`src/logic/ddc_ctrl_pkg.sv`:
```
/*
  Shared constants and carrier types for the downconverter sync and filter control.
  Assumes one clock (the divided sample clock) and a byte-wide register port whose
  addresses are the printed register addresses.
*/
// Contract
// RQ1 - No sync reaches any target while the master sync enable is low.
// RQ2 - Monitor sync passes whenever its enable and master enable are high.
// RQ3 - Passed half-band sync restarts decimation at the selected phase.
// RQ4 - Half-band one-shot acts once, then its sync enable clears itself.
// RQ5 - Passed oscillator sync reloads the accumulator with the phase offset.
// RQ6 - Oscillator one-shot acts once, then its sync enable clears itself.
// RQ7 - Clock divider sync passes only with its enable and master enable high.
// RQ8 - Clock divider one-shot acts once, then its sync enable clears itself.
// RQ9 - Mixer sync passes only with its enable and master enable high.
// RQ10 - Mixer one-shot acts once, then the mixer sync enable clears itself.
// RQ11 - Mixer start phase comes from the two-bit start state field.
// RQ12 - Enabled FIR path has gain 1 with gain bit high, 2 when low.
// RQ13 - Mix disable bit bypasses the mixer; software sets it with complex mode.
// RQ14 - Complex output when complex mode bit is high, real otherwise.
// RQ15 - FIR runs when enabled; otherwise bypassed and held inactive.
// RQ16 - Decimation phase bit high selects the alternate half-band phase.
// RQ17 - Spectral reversal bit enables half-band spectral reversal.
// RQ18 - Select bit high gives high-pass half-band, low gives low-pass.
// RQ19 - Reserved bit 0 of the half-band control register reads one.
// RQ20 - Oscillator runs at programmed frequency when enabled, else bypassed.
// RQ21 - Phase and amplitude dither follow their enable bits.
// RQ22 - Sync input is edge detected; a held-high input is one event.
// RQ23 - One-shot clear lands with its sync; a same-cycle write wins.
package ddc_ctrl_pkg;
  localparam int ADDR_W = 13;
  localparam int SAMPLE_W = 16;
  localparam int FIFO_DEPTH = 8;
  // Register addresses.
  localparam logic [12:0] SYNC_GATE_ADDR = 13'h100;
  localparam logic [12:0] MIX_CTRL_ADDR = 13'h101;
  localparam logic [12:0] FIR_MODE_ADDR = 13'h102;
  localparam logic [12:0] HB_CTRL_ADDR = 13'h103;
  localparam logic [12:0] OSC_CTRL_ADDR = 13'h11d;
  localparam logic [12:0] OSC_FREQ0_ADDR = 13'h11e;
  localparam logic [12:0] OSC_FREQ1_ADDR = 13'h11f;
  localparam logic [12:0] OSC_FREQ2_ADDR = 13'h120;
  localparam logic [12:0] OSC_FREQ3_ADDR = 13'h121;
  localparam logic [12:0] OSC_PHASE0_ADDR = 13'h122;
  localparam logic [12:0] OSC_PHASE1_ADDR = 13'h123;
  // Sync gate control bits.
  localparam int SG_MASTER = 0;
  localparam int SG_CLKDIV_EN = 1;
  localparam int SG_CLKDIV_ONCE = 2;
  localparam int SG_OSC_EN = 3;
  localparam int SG_OSC_ONCE = 4;
  localparam int SG_HB_EN = 5;
  localparam int SG_HB_ONCE = 6;
  localparam int SG_MON_EN = 7;
  // Mixer control bits.
  localparam int MX_EN = 0;
  localparam int MX_ONCE = 1;
  localparam int MX_START_LO = 4;
  localparam logic [7:0] MX_WR_MASK = 8'h33;
  // FIR and output mode bits.
  localparam int FM_FIR_EN = 0;
  localparam int FM_COMPLEX = 1;
  localparam int FM_MIX_OFF = 2;
  localparam int FM_GAIN_ONE = 3;
  localparam logic [7:0] FM_WR_MASK = 8'h0f;
  // Half-band control bits; bit 0 is a constant one.
  localparam int HB_HIGHPASS = 1;
  localparam int HB_REVERSE = 2;
  localparam int HB_ALT_PHASE = 3;
  localparam logic [7:0] HB_WR_MASK = 8'h0e;
  localparam logic [7:0] HB_FIXED_ONE = 8'h01;
  // Oscillator control bits.
  localparam int OC_ENABLE = 0;
  localparam int OC_AMP_DITHER = 1;
  localparam int OC_PHASE_DITHER = 2;
  localparam logic [7:0] OC_WR_MASK = 8'h07;
  localparam logic [7:0] REG_RESET = 8'h00;
  typedef struct packed {
    logic [SAMPLE_W-1:0] i;
    logic [SAMPLE_W-1:0] q;
  } sample_s;
  typedef struct packed {
    logic wr;
    logic rd;
    logic [ADDR_W-1:0] addr;
    logic [7:0] wdata;
  } reg_req_s;
endpackage

```
`src/logic/ddc_sync_control.sv`:
```
/*
  Sync gating, one-shot handling, oscillator accumulator, half-band phase, output
  mixer phase and the sample path with its output FIFO.
  Assumes sync_i and the register port are synchronous to clock_i.
*/
`timescale 1ns/1ps

// ============================================================
// Sample FIFO
module sample_fifo #(
  parameter int WIDTH = 32,
  parameter int DEPTH = 8
) (
  input wire logic clock_i,
  input wire logic rst_i,
  input wire logic [WIDTH-1:0] in_data_i,
  input wire logic in_valid_i,
  output logic in_ready_o,
  output logic [WIDTH-1:0] out_data_o,
  output logic out_valid_o,
  input wire logic out_ready_i
);
  localparam int PW = $clog2(DEPTH);
  logic [WIDTH-1:0] mem [DEPTH];
  logic [PW-1:0] wr_ptr_reg;
  logic [PW-1:0] rd_ptr_reg;
  logic [PW:0] count_reg;
  logic push;
  logic pop;

  // Full and empty come straight from the occupancy count.
  assign in_ready_o = (count_reg != (PW+1)'(DEPTH));
  assign out_valid_o = (count_reg != '0);
  assign push = in_valid_i && in_ready_o;
  assign pop = out_valid_o && out_ready_i;
  assign out_data_o = mem[rd_ptr_reg];

  // Storage array; no reset so it maps to plain memory.
  always_ff @(posedge clock_i)
  begin
    if (push)
    begin
      mem[wr_ptr_reg] <= in_data_i;
    end
  end

  // Pointers wrap naturally because the depth is a power of two.
  always_ff @(posedge clock_i or posedge rst_i)
  begin
    if (rst_i)
    begin
      wr_ptr_reg <= '0;
      rd_ptr_reg <= '0;
      count_reg <= '0;
    end
    else
    begin
      if (push)
      begin
        wr_ptr_reg <= wr_ptr_reg + 1'b1;
      end
      if (pop)
      begin
        rd_ptr_reg <= rd_ptr_reg + 1'b1;
      end
      count_reg <= count_reg + (PW+1)'(push) - (PW+1)'(pop);
    end
  end
endmodule

// ============================================================
// Sync and filter control top
module ddc_sync_control (
  input wire logic clock_i,
  input wire logic rst_i,
  input wire logic sync_i,
  input wire ddc_ctrl_pkg::reg_req_s reg_req_i,
  output logic [7:0] reg_rdata_o,
  output logic reg_rvalid_o,
  input wire ddc_ctrl_pkg::sample_s sample_i,
  input wire logic sample_valid_i,
  output logic sample_ready_o,
  output ddc_ctrl_pkg::sample_s sample_o,
  output logic sample_valid_o,
  input wire logic sample_ready_i,
  output logic clkdiv_sync_o,
  output logic osc_sync_o,
  output logic halfband_sync_o,
  output logic mixer_sync_o,
  output logic monitor_sync_o,
  output logic [31:0] phase_accumulator_32_o,
  output logic osc_enable_o,
  output logic phase_dither_o,
  output logic amp_dither_o,
  output logic halfband_phase_o,
  output logic halfband_highpass_o,
  output logic spectral_reverse_o,
  output logic fir_enable_o,
  output logic [2:0] eighth_rate_mixer_phase_o
);
  import ddc_ctrl_pkg::*;

  logic [7:0] sync_gate_control_reg;
  logic [7:0] output_mix_control_reg;
  logic [7:0] fir_output_mode_control_reg;
  logic [7:0] halfband_filter_control_reg;
  logic [7:0] oscillator_control_reg;
  logic [31:0] osc_freq_reg;
  logic [15:0] osc_phase_reg;
  logic sync_prev_reg;
  logic sync_edge;
  logic master;
  logic pass_clkdiv;
  logic pass_osc;
  logic pass_hb;
  logic pass_mix;
  logic pass_mon;
  logic wr_sync;
  logic wr_mix;
  logic [31:0] acc_reg;
  logic hb_phase_reg;
  logic [2:0] mix_phase_reg;
  sample_s stage_reg;
  sample_s stage_next;
  logic stage_valid_reg;
  logic fifo_ready;
  logic stage_take;

  // A held-high sync input gives only one event. [RQ22]
  always_ff @(posedge clock_i or posedge rst_i)
  begin
    if (rst_i)
    begin
      sync_prev_reg <= 1'b0;
    end
    else
    begin
      sync_prev_reg <= sync_i;
    end
  end
  assign sync_edge = sync_i && !sync_prev_reg; // [RQ22]

  // Every gate needs the master enable. [RQ1]
  assign master = sync_gate_control_reg[SG_MASTER];
  assign pass_mon = sync_edge && master && sync_gate_control_reg[SG_MON_EN]; // [RQ2]
  assign pass_hb = sync_edge && master && sync_gate_control_reg[SG_HB_EN]; // [RQ3]
  assign pass_osc = sync_edge && master && sync_gate_control_reg[SG_OSC_EN]; // [RQ5]
  assign pass_clkdiv = sync_edge && master && sync_gate_control_reg[SG_CLKDIV_EN]; // [RQ7]
  assign pass_mix = sync_edge && master && output_mix_control_reg[MX_EN]; // [RQ9]
  assign wr_sync = reg_req_i.wr && (reg_req_i.addr == SYNC_GATE_ADDR);
  assign wr_mix = reg_req_i.wr && (reg_req_i.addr == MIX_CTRL_ADDR);

  // Sync gate register; one-shot enables clear on the sync they pass, but a
  // software write in the same cycle wins so a re-arm is never lost.
  always_ff @(posedge clock_i or posedge rst_i)
  begin
    if (rst_i)
    begin
      sync_gate_control_reg <= REG_RESET;
    end
    else if (wr_sync)
    begin
      sync_gate_control_reg <= reg_req_i.wdata; // [RQ23]
    end
    else
    begin
      if (pass_hb && sync_gate_control_reg[SG_HB_ONCE])
      begin
        sync_gate_control_reg[SG_HB_EN] <= 1'b0; // [RQ4] [RQ23]
      end
      if (pass_osc && sync_gate_control_reg[SG_OSC_ONCE])
      begin
        sync_gate_control_reg[SG_OSC_EN] <= 1'b0; // [RQ6] [RQ23]
      end
      if (pass_clkdiv && sync_gate_control_reg[SG_CLKDIV_ONCE])
      begin
        sync_gate_control_reg[SG_CLKDIV_EN] <= 1'b0; // [RQ8] [RQ23]
      end
    end
  end

  // Mixer control; the one-shot clears the mixer's own enable, not the master.
  always_ff @(posedge clock_i or posedge rst_i)
  begin
    if (rst_i)
    begin
      output_mix_control_reg <= REG_RESET;
    end
    else if (wr_mix)
    begin
      output_mix_control_reg <= reg_req_i.wdata & MX_WR_MASK; // [RQ23]
    end
    else if (pass_mix && output_mix_control_reg[MX_ONCE])
    begin
      output_mix_control_reg[MX_EN] <= 1'b0; // [RQ10]
    end
  end

  // Plain configuration registers; reserved bits are never stored.
  always_ff @(posedge clock_i or posedge rst_i)
  begin
    if (rst_i)
    begin
      fir_output_mode_control_reg <= REG_RESET;
      halfband_filter_control_reg <= REG_RESET;
      oscillator_control_reg <= REG_RESET;
      osc_freq_reg <= '0;
      osc_phase_reg <= '0;
    end
    else if (reg_req_i.wr)
    begin
      case (reg_req_i.addr)
        FIR_MODE_ADDR: fir_output_mode_control_reg <= reg_req_i.wdata & FM_WR_MASK;
        HB_CTRL_ADDR: halfband_filter_control_reg <= reg_req_i.wdata & HB_WR_MASK;
        OSC_CTRL_ADDR: oscillator_control_reg <= reg_req_i.wdata & OC_WR_MASK;
        OSC_FREQ0_ADDR: osc_freq_reg[7:0] <= reg_req_i.wdata;
        OSC_FREQ1_ADDR: osc_freq_reg[15:8] <= reg_req_i.wdata;
        OSC_FREQ2_ADDR: osc_freq_reg[23:16] <= reg_req_i.wdata;
        OSC_FREQ3_ADDR: osc_freq_reg[31:24] <= reg_req_i.wdata;
        OSC_PHASE0_ADDR: osc_phase_reg[7:0] <= reg_req_i.wdata;
        OSC_PHASE1_ADDR: osc_phase_reg[15:8] <= reg_req_i.wdata;
        default: osc_phase_reg <= osc_phase_reg;
      endcase
    end
  end

  // Read port: registered data one cycle after the request, zero when unmapped.
  always_ff @(posedge clock_i or posedge rst_i)
  begin
    if (rst_i)
    begin
      reg_rdata_o <= 8'h00;
      reg_rvalid_o <= 1'b0;
    end
    else
    begin
      reg_rvalid_o <= reg_req_i.rd;
      if (reg_req_i.rd)
      begin
        case (reg_req_i.addr)
          SYNC_GATE_ADDR: reg_rdata_o <= sync_gate_control_reg;
          MIX_CTRL_ADDR: reg_rdata_o <= output_mix_control_reg;
          FIR_MODE_ADDR: reg_rdata_o <= fir_output_mode_control_reg;
          HB_CTRL_ADDR: reg_rdata_o <= halfband_filter_control_reg | HB_FIXED_ONE; // [RQ19]
          OSC_CTRL_ADDR: reg_rdata_o <= oscillator_control_reg;
          OSC_FREQ0_ADDR: reg_rdata_o <= osc_freq_reg[7:0];
          OSC_FREQ1_ADDR: reg_rdata_o <= osc_freq_reg[15:8];
          OSC_FREQ2_ADDR: reg_rdata_o <= osc_freq_reg[23:16];
          OSC_FREQ3_ADDR: reg_rdata_o <= osc_freq_reg[31:24];
          OSC_PHASE0_ADDR: reg_rdata_o <= osc_phase_reg[7:0];
          OSC_PHASE1_ADDR: reg_rdata_o <= osc_phase_reg[15:8];
          default: reg_rdata_o <= 8'h00;
        endcase
      end
    end
  end

  // Target sync strobes, registered so each is a clean one-cycle pulse.
  always_ff @(posedge clock_i or posedge rst_i)
  begin
    if (rst_i)
    begin
      clkdiv_sync_o <= 1'b0;
      osc_sync_o <= 1'b0;
      halfband_sync_o <= 1'b0;
      mixer_sync_o <= 1'b0;
      monitor_sync_o <= 1'b0;
    end
    else
    begin
      clkdiv_sync_o <= pass_clkdiv; // [RQ7]
      osc_sync_o <= pass_osc; // [RQ5]
      halfband_sync_o <= pass_hb; // [RQ3]
      mixer_sync_o <= pass_mix; // [RQ9]
      monitor_sync_o <= pass_mon; // [RQ2]
    end
  end

  // Accumulator reloads on sync, steps while enabled and otherwise freezes,
  // so a disabled oscillator draws no switching power.
  always_ff @(posedge clock_i or posedge rst_i)
  begin
    if (rst_i)
    begin
      acc_reg <= '0;
    end
    else if (pass_osc)
    begin
      acc_reg <= {osc_phase_reg, 16'h0000}; // [RQ5]
    end
    else if (oscillator_control_reg[OC_ENABLE])
    begin
      acc_reg <= acc_reg + osc_freq_reg; // [RQ20]
    end
  end

  // Half-band decimation phase toggles each sample and restarts on sync.
  always_ff @(posedge clock_i or posedge rst_i)
  begin
    if (rst_i)
    begin
      hb_phase_reg <= 1'b0;
    end
    else if (pass_hb)
    begin
      hb_phase_reg <= halfband_filter_control_reg[HB_ALT_PHASE]; // [RQ3] [RQ16]
    end
    else
    begin
      hb_phase_reg <= !hb_phase_reg;
    end
  end

  // Mixer phase: eight steps per cycle, start state selects the quadrant.
  always_ff @(posedge clock_i or posedge rst_i)
  begin
    if (rst_i)
    begin
      mix_phase_reg <= 3'h0;
    end
    else if (pass_mix)
    begin
      mix_phase_reg <= {output_mix_control_reg[MX_START_LO+:2], 1'b0}; // [RQ11]
    end
    else
    begin
      mix_phase_reg <= mix_phase_reg + 3'h1;
    end
  end

  // Sample stage: FIR gain, mixer sign and real/complex selection.
  always_comb
  begin
    stage_next = sample_i;
    if (fir_output_mode_control_reg[FM_FIR_EN] && !fir_output_mode_control_reg[FM_GAIN_ONE])
    begin
      stage_next.i = sample_i.i << 1; // [RQ12]
      stage_next.q = sample_i.q << 1; // [RQ12]
    end
    if (!fir_output_mode_control_reg[FM_MIX_OFF] && mix_phase_reg[2])
    begin
      stage_next.i = -stage_next.i; // [RQ13]
      stage_next.q = -stage_next.q;
    end
    if (!fir_output_mode_control_reg[FM_COMPLEX])
    begin
      stage_next.q = '0; // [RQ14]
    end
  end

  // The stage stalls when the FIFO is full, which stalls the sample source.
  assign stage_take = !stage_valid_reg || fifo_ready;
  assign sample_ready_o = stage_take;
  always_ff @(posedge clock_i or posedge rst_i)
  begin
    if (rst_i)
    begin
      stage_reg <= '0;
      stage_valid_reg <= 1'b0;
    end
    else if (stage_take)
    begin
      stage_valid_reg <= sample_valid_i;
      if (sample_valid_i)
      begin
        stage_reg <= stage_next;
      end
    end
  end

  sample_fifo #(
    .WIDTH(2 * SAMPLE_W),
    .DEPTH(FIFO_DEPTH)
  ) u_fifo (
    .clock_i(clock_i),
    .rst_i(rst_i),
    .in_data_i(stage_reg),
    .in_valid_i(stage_valid_reg),
    .in_ready_o(fifo_ready),
    .out_data_o(sample_o),
    .out_valid_o(sample_valid_o),
    .out_ready_i(sample_ready_i)
  );

  // Accumulator, phases and configuration levels to the filter, oscillator and mixer datapaths.
  assign phase_accumulator_32_o = acc_reg;
  assign osc_enable_o = oscillator_control_reg[OC_ENABLE]; // [RQ20]
  assign phase_dither_o = oscillator_control_reg[OC_PHASE_DITHER]; // [RQ21]
  assign amp_dither_o = oscillator_control_reg[OC_AMP_DITHER]; // [RQ21]
  assign halfband_phase_o = hb_phase_reg;
  assign halfband_highpass_o = halfband_filter_control_reg[HB_HIGHPASS]; // [RQ18]
  assign spectral_reverse_o = halfband_filter_control_reg[HB_REVERSE]; // [RQ17]
  assign fir_enable_o = fir_output_mode_control_reg[FM_FIR_EN]; // [RQ15]
  assign eighth_rate_mixer_phase_o = mix_phase_reg;
endmodule

```
`config.mk`:
```
export PLATFORM = sky130hd
export DESIGN_NAME = ddc_sync_control
export DESIGN_NICKNAME = d
export VERILOG_FILES = /design/src/logic/ddc_ctrl_pkg.sv /design/src/logic/ddc_sync_control.sv
export SDC_FILE = /design/constraint.sdc
export NUM_CORES = 1
export LEC_CHECK = 0
export BUFFER_PORTS_ARGS = -buffer_cell sky130_fd_sc_hd__buf_2
export CAP_MARGIN = 30
export CELL_PAD_IN_SITES_DETAIL_PLACEMENT = 1
export CELL_PAD_IN_SITES_GLOBAL_PLACEMENT = 2
export CORE_MARGIN = 1
export CORE_UTILIZATION = 44
export CTS_BUF_LIST = sky130_fd_sc_hd__clkbuf_4
export CTS_CLUSTER_DIAMETER = 40
export DETAILED_ROUTE_END_ITERATION = 12
export PLACE_DENSITY_LB_ADDON = 0.3
export RECOVER_POWER = 50
export SYNTH_ARGS = -nofsm -noshare
export SYNTH_HDL_FRONTEND = slang
export SYNTH_HIERARCHICAL = 1
export SYNTH_SLANG_ARGS = --single-unit
```
`constraint.sdc`:
```
create_clock -name clock_i -period 6.1 [get_ports clock_i]
set_input_delay 0.915 -clock clock_i [delete_from_list [all_inputs] [get_ports clock_i]]
set_output_delay 0.915 -clock clock_i [all_outputs]
set_load 0.02 [all_outputs]
```
* Word level (Yosys, flattened, before mapping) *
Memories as Yosys holds them, arrays and structs flattened.
Cells that the tools add are included.

operators by class
  add/subtract/negate cells = 8
  equality and inequality tests = 12
  mux-type cells = 18
  reductions and logical operators = 39

operators with widths
  kind                                                               count
  13-bit by 9-bit == test with 1-bit output (second input constant)  11
  32-bit two-way mux                                                 4
  8-bit case mux with 11 select lines                                1
  32-bit adder                                                       1
  16-bit negation                                                    2
  2-bit AND reduction                                                10
  1-bit logical AND                                                  17
  16-bit two-way mux                                                 1
  1-bit two-way mux                                                  11
  2-bit nonzero test                                                 5
  3-bit by 1-bit adder with 3-bit output (second input constant)     3
  1-bit logical NOT                                                  5
  4-bit by 1-bit adder with 4-bit output                             1
  4-bit inequality test (second input constant)                      1
  4-bit nonzero test                                                 1
  4-bit by 1-bit subtractor with 4-bit output                        1
  3-bit two-way mux                                                  1
  1-bit logical OR                                                   1

storage, ports and cells
  flip-flop bits (word level) = 164
  RAM bits = 256
  input port bits = 60
  output and inout bits = 90
  word-level logic and storage cells = 110
  memories kept = 1

memory list
  name        words  bits a word  rd ports  clocked after memory_dff  wr ports  RTL line                text
  u_fifo.mem  8      32           1         0                         1         ddc_sync_control.sv:24  logic [WIDTH-1:0] mem [DEPTH];

* Depth between registers and ports, before layout *
Gate-level depths: netlist of run 1.

  depth in word-level cells = 7
  gate-level depth with buffers = 15
  mapped depth without buffers = 11

* Modules after synthesis *
The synthesis of run 1 kept the hierarchy.

by module, submodules not included
  module            times used  cells an instance  area an instance (µm²)  sequential area each (µm²)
  sample_fifo       1           426                10312.4                 7937.6
  ddc_sync_control  1           1078               9698.1                  3853.7

* Worst setup path after synthesis of run 1 *
No wires, ideal clock.

  path kind = register to register
  start point = register u_fifo.count_reg[2]
  end point = memory u_fifo.mem[1][0], enable pin
  setup time = 461 ps
  arrival time = 3196 ps
  data required time = 5639 ps
  setup slack = 2443 ps
  stages on the path, launching flop included = 7
  buffers on the path = 1
  period minus slack after synthesis = 3657 ps
  path through = dfrtp_1 > inv_1 > ha_1 > or3b_1 > clkbuf_1 > nand3_1 > nor3_1

between the ends
  word-level cells in the longest chain between the ends = 4

RTL lines
  item                                     RTL line                 text
  from (decl)                              ddc_sync_control.sv:27   logic [PW:0] count_reg;
  from (signal assigned)                   ddc_sync_control.sv:66   count_reg <= count_reg + (PW+1)'(push) - (PW+1)'(pop);
  4-bit inequality test                    ddc_sync_control.sv:32   assign in_ready_o = (count_reg != (PW+1)'(DEPTH));
  via fifo_ready                           ddc_sync_control.sv:126  logic fifo_ready;
  1-bit logical AND                        ddc_sync_control.sv:34   assign push = in_valid_i && in_ready_o;
  1-bit two-way mux                        ddc_sync_control.sv:41   if (push)
  1-bit two-way mux (implied by the code)  ddc_sync_control.sv:43   mem[wr_ptr_reg] <= in_data_i;
  to (decl)                                ddc_sync_control.sv:24

The timed path passes the listed nets, and every way through them passes these cells.

==> results of run 1 <==
[layer usage]
metal	wire, um	vias to the layer above
met5	22	-
met4	1580	4
met3	2230	92
met2	28700	332
met1	23100	7045
li1	-	6247
[cell usage after synthesis, drive strengths merged, types with 11 or more instances]
master | count | area, sq um
edfxtp | 256 | 7690
dfrtp | 164 | 4100
nand2 | 129 | 484
mux2 | 101 | 1140
nor2 | 91 | 342
a21oi | 88 | 440
o21ai | 82 | 410
mux4 | 67 | 1600
clkbuf | 64 | 240
ha | 42 | 526
mux2i | 36 | 360
inv | 33 | 124
nand3 | 32 | 160
buf | 26 | 188
xnor2 | 25 | 219
a31oi | 21 | 131
nor3 | 18 | 101
o211ai | 18 | 140
xor2 | 18 | 158
a21o | 16 | 120
nand4 | 16 | 100
o22ai | 16 | 100
or3 | 15 | 104
o31ai | 11 | 82.6
[kinds of logic after synthesis]
group | after synthesis | share of synthesized area, %
AOI/OAI and AO/OA | 314 | 9.72
xor gates and xnor gates | 43 | 1.88
adders and majority gates | 44 | 2.83
buffers and inverters | 123 | 2.76
DFF | 420 | 58.9
muxes | 204 | 15.5
and+or+nand+nor | 356 | 8.39
[power groups by stage]
stage,Combinational (W),Sequential [W],Clock (W)
after CTS,0.00203,0.00365,0.00268
after global routing,0.00212,0.00368,0.00282
after global placement,0.00190,0.00372,0
final,0.00198,0.00364,0.00258
after floorplan,0.00151,0.00356,0
after detailed placement,0.00202,0.00370,0
[worst min path at each step]
stage                                               to  slack (ps)  cells after the start
after CTS                         u_fifo/rd_ptr_reg[2]           7                      2
after global routing              u_fifo/rd_ptr_reg[0]          20                      2
after global placement    eighth_rate_mixer_phase_o[0]         440                      1
after floorplan             phase_accumulator_32_o[23]         460                      2
after detailed placement  eighth_rate_mixer_phase_o[0]         460                      1
final                             u_fifo/rd_ptr_reg[0]          60                      2
[per-stage QoR]
| step | setup slack, ps | instances | instance area [sq um] | power (W) | hold WS, ps |
|---|---|---|---|---|---|
| floorplan | 1040 | 1504 | 20000 | 0.00507 | 461 |
| global placement | 2360 | 2173 | 21300 | 0.00562 | 444 |
| detailed placement | 2340 | 2176 | 21300 | 0.00573 | 459 |
| CTS | 1880 | 2391 | 22900 | 0.00835 | 7.25 |
| global route | 1300 | 2392 | 22900 | 0.00862 | 16.9 |
| finish | 1510 | 2394 | 22900 | 0.00821 | 61.1 |
[final cells by class]
class                           count  area [sq um]  share of cell area [%]
Clock inverter                     48           283                    1.24
Inverter                           33           125                   0.547
Multi-Input combinational cell    961          7720                    33.8
Clock buffer                      167          1250                    5.48
Tap cell                          592           741                    3.24
Timing Repair Buffer              170           933                    4.08
Sequential cell                   420         11800                    51.6
Antenna cell                        3          7.51                  0.0328
==> impl_metrics.json, run 1 <==
{
  "final_util_pct": 51.4,
  "portBuffers": 149,
  "critPathCaptureType": "output pin",
  "start_util_pct": 45.0,
  "finalWeightedCongestion": 0.847,
  "worstSetupPathType": "reg -> out",
  "netlist_area_sq_mm": 0.0200,
  "rsz0062_at_grt": "false",
  "postCtsResizedCells": 0,
  "final_cell_mix": "256 x edfxtp_1, 167 x clkbuf_4, 162 x dfrtp_1",
  "use_met1_pct": 30.5,
  "slew-limit-headroom_pct": -156,
  "setup_tns_ps": 0,
  "die_x_um": 215,
  "grt_max_degree": 79,
  "pwr-share-clk_pct": 31.5,
  "vias_per_cell": 5.73,
  "seqPwrFrac_pct": 44.4,
  "r2r-start": "fir_output_mode_control_reg[0]",
  "synth-seq-area-share_pct": 58.9,
  "cts_max_level": 3,
  "r2r_slack_ps": 1910,
  "grt_pass1_wl_mm": 85.8,
  "cp_num_buf_inv": 2,
  "ir_worst_vdd_uv": 201,
  "p_sw_w": 0.00252,
  "slowest_delay_ps": 1360,
  "synth_edf_count": 256,
  "cts_tree": "built",
  "violations": "capacitance limit, slew limit",
  "critPathLaunch": "u_fifo/rd_ptr_reg[1]",
  "netSwitchingFraction_pct": 30.7,
  "synthArstFlopShare_pct": 39.0,
  "drt-initial-drc-count": 705,
  "nFillCells": 4657,
  "grtUsageTotal_pct": 24.5,
  "area_growth_pct": 14.2,
  "power_density_mw_per_mm2": 359,
  "crit_chain": "buf_4 -> mux4_1 -> mux2_2 -> buf_2",
  "routedWlPerCell_um": 23.2,
  "syn_area_per_cell_sq_um": 13.3,
  "yosysWarnings": 6,
  "p_leak_nw": 9.08,
  "hold_buffers": 0,
  "cts.path.max_buffers": 3,
  "post-route-min-period_ps": 4590,
  "drc": 0,
  "synth_fp_nets": 1608,
  "numCtsBuffers": 114,
  "pwr-share-comb_pct": 24.2,
  "clk_latency_ps": 850,
  "hp-class": "in -> async",
  "core_sq_mm": 0.0445,
  "first_pass_iters": 4,
  "rows": 77,
  "io_pins": 150,
  "post-route-period-util_pct": 75.2,
  "dieArea_sq_mm": 0.0463,
  "cts_root_buffer": "clkbuf_4",
  "met3_usage_pct": 4.15,
  "finalMaxSlewViolations": 192,
  "grt_use_met2_pct": 42.4,
  "dp_hpwl_mm": 37.4,
  "crit_path_end": "sample_o[13]",
  "antenna_found_initial": 3,
  "cp_max_fo": 36,
  "synth-seq-cells": 420,
  "rr_worst_depth": 11,
  "nNetsFinal": 1804,
  "fin_skew_ps": 55.2,
  "routed_wl_mm": 55.6,
  "finalSetupViolCount": 0,
  "worst-path-stages": 4,
  "synthCells": 1504,
  "final_layout_size_suffix_gt1_share_pct": 28.2,
  "maxCapViolCount": 5,
  "slowest_stage": "dfrtp_1",
  "path_delay_family": "flip-flops",
  "die_y_um": 215,
  "grt.busiest_layer": "met2",
  "intPower_w": 0.00569,
  "final-hold-violation-count": 0,
  "status": "complete, but fails checks",
  "ant_nets": 0,
  "largest-register": "u_fifo/mem",
  "grt_pass1_vias": 14300,
  "layout_commonest_cell": "edfxtp_1",
  "synth_ff_type": "edfxtp_1",
  "largest_reg_flops": 256,
  "num_vias": 13700,
  "clock.fmax_ghz": 0.218,
  "cts.sinks": 420,
  "grt_overflow": 0,
  "start_kind": "flop",
  "synth.distinct_cells": 70,
  "post_cts_buffers": 0,
  "arrival_ps": 3670,
  "cts.clk_slew.worst_paths_ps": 60,
  "rr_endpoint": "stage_reg[14]",
  "required_ps": 5180,
  "tightest_slew_ps": 3820
}
(Power assumes the default switching activity.)
==> run 2, diff against run 1 <==
--- a/config.mk
+++ b/config.mk
@@ -10,7 +10,7 @@
 export CELL_PAD_IN_SITES_DETAIL_PLACEMENT = 1
 export CELL_PAD_IN_SITES_GLOBAL_PLACEMENT = 2
 export CORE_MARGIN = 1
-export CORE_UTILIZATION = 44
+export CORE_UTILIZATION = 40
 export CTS_BUF_LIST = sky130_fd_sc_hd__clkbuf_4
 export CTS_CLUSTER_DIAMETER = 40
 export DETAILED_ROUTE_END_ITERATION = 12
==> constraint.sdc (replaced) <==
create_clock -name clock_i -period 4.2 [get_ports clock_i]
set_input_delay 0.63 -clock clock_i [delete_from_list [all_inputs] [get_ports clock_i]]
set_output_delay 0.63 -clock clock_i [all_outputs]
set_load 0.02 [all_outputs]
==> impl_metrics.json, run 2 (synthesis results as in run 1) <==
{
  "critPathLaunch": "u_fifo/rd_ptr_reg[0]",
  "num_vias": 13600,
  "fin_skew_ps": 66.6,
  "grt_pass1_vias": 14500,
  "maxCapViolCount": 0,
  "numCtsBuffers": 114,
  "postCtsResizedCells": 0,
  "finalMaxSlewViolations": 0,
  "placedCellCount": 2257,
  "seqPwrFrac_pct": 44.2,
  "rr_worst_depth": 12,
  "r2r_slack_ps": 950,
  "worstSetupPathType": "reg -> out",
  "clock.fmax_ghz": 0.271,
  "nNetsFinal": 1818,
  "ir_worst_vdd_uv": 230,
  "core_sq_mm": 0.0492,
  "netSwitchingFraction_pct": 31.3,
  "grt_overflow": 0,
  "io_pins": 150,
  "p_leak_nw": 9.09,
  "die_y_um": 226,
  "critPathCaptureType": "output pin",
  "post-route-min-period_ps": 3680,
  "rsz0062_at_grt": "false",
  "rows": 81,
  "ant_nets": 0,
  "start_kind": "flop",
  "final-hold-violation-count": 0,
  "grt_pass1_wl_mm": 87.2,
  "grtUsageTotal_pct": 22.8,
  "hp-class": "in -> reg",
  "start_util_pct": 40.7,
  "p_sw_w": 0.00374,
  "intPower_w": 0.00819,
  "arrival_ps": 3050,
  "cts.sinks": 420,
  "die_x_um": 226,
  "status": "complete, no violations",
  "clk_latency_ps": 880,
  "r2r-start": "fir_output_mode_control_reg[0]",
  "vias_per_cell": 5.54,
  "grt_max_degree": 84,
  "final_util_pct": 46.8,
  "antenna_found_initial": 8,
  "slew-limit-headroom_pct": 7.44,
  "setup_tns_ps": 0,
  "cts_root_buffer": "clkbuf_4",
  "portBuffers": 149,
  "rr_endpoint": "stage_reg[14]",
  "holdCritStartpoint": "sample_i[0]",
  "cts.path.max_buffers": 3,
  "post-route-period-util_pct": 87.7,
  "cts_max_level": 3,
  "drc": 0,
  "hold_buffers": 4,
  "fin_ws_ps": 515,
  "post-place-ws_ps": 698,
  "post_cts_buffers": 0,
  "hold_depth": 3,
  "final_layout_size_suffix_gt1_share_pct": 28.8,
  "largest-register": "u_fifo/mem",
  "holdWs_ps": 74.0,
  "dp_hpwl_mm": 38.3,
  "area_growth_pct": 15.0,
  "cts.clk_slew.worst_paths_ps": 60,
  "finalSetupViolCount": 0,
  "instances_no_fill": 2463,
  "routedWlPerCell_um": 23.0,
  "cts_tree": "built",
  "routed_wl_mm": 56.6,
  "drt-initial-drc-count": 721,
  "first_pass_iters": 5,
  "required_ps": 3570,
  "finalWeightedCongestion": 0.833,
  "largest_reg_flops": 256,
  "final_cell_mix": "256 x edfxtp_1, 174 x clkbuf_4, 161 x dfrtp_1",
  "pwr-share-comb_pct": 24.8,
  "power_density_mw_per_mm2": 519,
  "pwr-share-clk_pct": 31.0,
  "tightest_slew_ps": 1390,
  "dieArea_sq_mm": 0.0509,
  "whs_endpoint": "stage_reg[0]",
  "cp_max_fo": 22,
  "layout_commonest_cell": "edfxtp_1"
}
==> run 2: area by class of cell <==
class	instances	area, sq um
clock buffers	174	1310
fillers	5110	26100
repair buffers	184	1040
well taps	664	831
diodes	4	10.0
flip-flops and latches	420	11800
clock inverters	23	166
inverters	33	125
multi-input cells	961	7730
==> run 2: worst max path at each step <==
stage               slack (ps)                to  depth (start not counted)
floorplan                  540  u_fifo/mem[1][0]                          6
detailed placement         700     stage_reg[15]                          9
global route               320       sample_o[6]                          4
global placement           770     stage_reg[15]                          9
CTS                        400       sample_o[6]                          4
finish                     520       sample_o[6]                          4
==> run 2: worst max-delay path, stage by stage, from the launching register on <==
cell	delay, ps
dfrtp_4	700
buf_4	390
mux4_1	610
mux2_2	320
buf_2	170
==> run 2: per-layer routing <==
metal	vias to the layer above	global-route usage [%]	wire length, um
li1	6234	-	-
met5	-	0	46
met1	7028	27.6	23900
met3	84	5.14	2410
met2	287	40.6	29300
met4	8	6.06	941
==> run 2: stage by stage <==
stage          total power (W)  area, sq um
2_1_floorplan          0.00736        20000
3_3_place_gp           0.00825        21500
3_5_place_dp           0.00840        21500
4_1_cts                 0.0121        23000
5_1_grt                 0.0125        23000
6_report                0.0119        23000
==> run 2: power by group through the flow <==
| stage | Combinational (W) | Clock [W] | Sequential (W) |
|---|---|---|---|
| final | 0.00296 | 0.00370 | 0.00527 |
| after CTS | 0.00305 | 0.00382 | 0.00528 |
| after detailed placement | 0.00303 | 0 | 0.00536 |
| after global routing | 0.00318 | 0.00402 | 0.00532 |
| after floorplan | 0.00220 | 0 | 0.00516 |
| after global placement | 0.00294 | 0 | 0.00531 |
==> run 3, diff against run 2 <==
--- a/config.mk
+++ b/config.mk
@@ -14,7 +14,8 @@
 export CTS_BUF_LIST = sky130_fd_sc_hd__clkbuf_4
 export CTS_CLUSTER_DIAMETER = 40
 export DETAILED_ROUTE_END_ITERATION = 12
-export PLACE_DENSITY_LB_ADDON = 0.3
+export MAX_ROUTING_LAYER = met4
+export PLACE_DENSITY_LB_ADDON = 0.25
 export RECOVER_POWER = 50
 export SYNTH_ARGS = -nofsm -noshare
 export SYNTH_HDL_FRONTEND = slang
==> impl_metrics.json, run 3 (synthesis results as in run 1) <==
{
  "post-route-min-period_ps": 3620,
  "ant_nets": 0,
  "cp_max_fo": 27,
  "io_pins": 150,
  "largest-register": "u_fifo/mem",
  "finalMaxSlewViolations": 0,
  "critPathCaptureType": "output pin",
  "clock.fmax_ghz": 0.276,
  "status": "complete, no violations",
  "die_y_um": 226,
  "hp-class": "in -> reg",
  "required_ps": 3570,
  "postCtsResizedCells": 0,
  "placedCellCount": 2260,
  "power_density_mw_per_mm2": 518,
  "area_growth_pct": 15.3,
  "tightest_slew_ps": 1320,
  "core_sq_mm": 0.0492,
  "post-place-ws_ps": 678,
  "finalSetupViolCount": 0,
  "grt_max_degree": 89,
  "grt_overflow": 0,
  "vias_per_cell": 5.49,
  "worstSetupPathType": "reg -> out",
  "portBuffers": 149,
  "ir_worst_vdd_uv": 285,
  "final-hold-violation-count": 0,
  "nFillCells": 5151,
  "start_util_pct": 40.7,
  "rows": 81,
  "arrival_ps": 2990,
  "nNetsFinal": 1820,
  "routed_wl_mm": 56.7,
  "instances_no_fill": 2483,
  "post-route-period-util_pct": 86.1,
  "seqCellArea_sq_mm": 0.0118,
  "num_vias": 13600,
  "slew-limit-headroom_pct": 11.7,
  "drc": 0,
  "start_kind": "flop",
  "rsz0062_at_grt": "false",
  "fin_ws_ps": 583,
  "cts.sinks": 420,
  "dp_hpwl_mm": 38.3,
  "final_cell_mix": "256 x edfxtp_1, 179 x clkbuf_4, 161 x dfrtp_1",
  "grt_pass1_wl_mm": 86.3,
  "multi_input_area_sq_mm": 0.00772,
  "cts_max_level": 3,
  "setup_tns_ps": 0,
  "p_leak_nw": 9.16,
  "finalWeightedCongestion": 0.828,
  "routedWlPerCell_um": 22.9,
  "cts.path.max_buffers": 3,
  "cts_tree": "built",
  "largest_reg_flops": 256,
  "layout_commonest_cell": "edfxtp_1",
  "maxCapViolCount": 0,
  "drt-initial-drc-count": 714,
  "grt_pass1_vias": 14400,
  "final_layout_size_suffix_gt1_share_pct": 29.5,
  "fin_skew_ps": 98.6,
  "power_w": 0.0120,
  "grtUsageTotal_pct": 23.3,
  "antenna_found_initial": 8,
  "die_x_um": 226,
  "numCtsBuffers": 113,
  "cts_root_buffer": "clkbuf_4",
  "first_pass_iters": 5,
  "dieArea_sq_mm": 0.0509,
  "cts.clk_slew.worst_paths_ps": 70,
  "postPlaceCellArea_sq_mm": 0.0215,
  "stdcell_area_sq_mm": 0.0231,
  "clk_latency_ps": 890
}
run 3: cell count changes in the layout (fill, tap and decap cells not counted), sizes merged:
cell / before / now
inv: 34 / 37
bufinv: 1 / 0
clkinv: 20 / 25
clkbuf: 189 / 188
buf: 164 / 173
diode: 4 / 9
run 3: power breakdown:
part	internal (W)	switching [W]	total [W]
Combinational	0.00129	0.00170	0.00299
Clock	0.00196	0.00179	0.00375
Sequential	0.00495	0.000278	0.00522
run 3: what timing repair did:
| action | 4_1_cts | 5_1_grt |
|---|---|---|
| buffers inserted | 0 | 0 |
| hold buffers | 5 | 0 |
| endpoints found under the hold margin | 36 | 0 |
run 3: through the flow:
step / hold WS [ps] / utilization [%]
finish: 92.6 / 46.9
global route: 5.72 / 46.9
CTS: 15.5 / 47.0
detailed placement: 460 / 43.8
global placement: 456 / 43.7
floorplan: 461 / -
run 3: routing by layer:
metal  track usage [%]  vias up  wire, um
li1                  -     6275         -
met1              28.2     6942     24100
met2              39.4      331     28900
met3              5.02       75      2790
met4              6.39        0       939
met5                 -        -         0
run 3: worst max-delay path, cell delays in order (launching register included):
cell and delay, ps:
dfrtp_2 830, buf_4 450, mux4_2 380, mux2_2 300
buf_2 160
run 3: final timing paths:
kind                                                 from                           end  slack, ps  cells after the start
max in group asynchronous                           rst_i    phase_accumulator_32_o[31]       1770                      4
min reg2reg                  eighth_rate_mixer_phase_o[0]  eighth_rate_mixer_phase_o[0]        460                      1
max                                  u_fifo/rd_ptr_reg[1]                  sample_o[31]        580                      4
max reg2reg                fir_output_mode_control_reg[0]                 stage_reg[14]        980                     11
min                                        sample_valid_i               stage_valid_reg         90                      2
min in group asynchronous                           rst_i          u_fifo/rd_ptr_reg[2]        320                      3
run 3: area by class of cell:
cell class	count	area share [%]
antenna	9	0.0976
clock buffer	179	5.82
clock inverter	30	0.754
inverter	33	0.542
multi-input combinational	961	33.5
sequential	420	51.1
tap	664	3.60
timing repair buffer	187	4.58
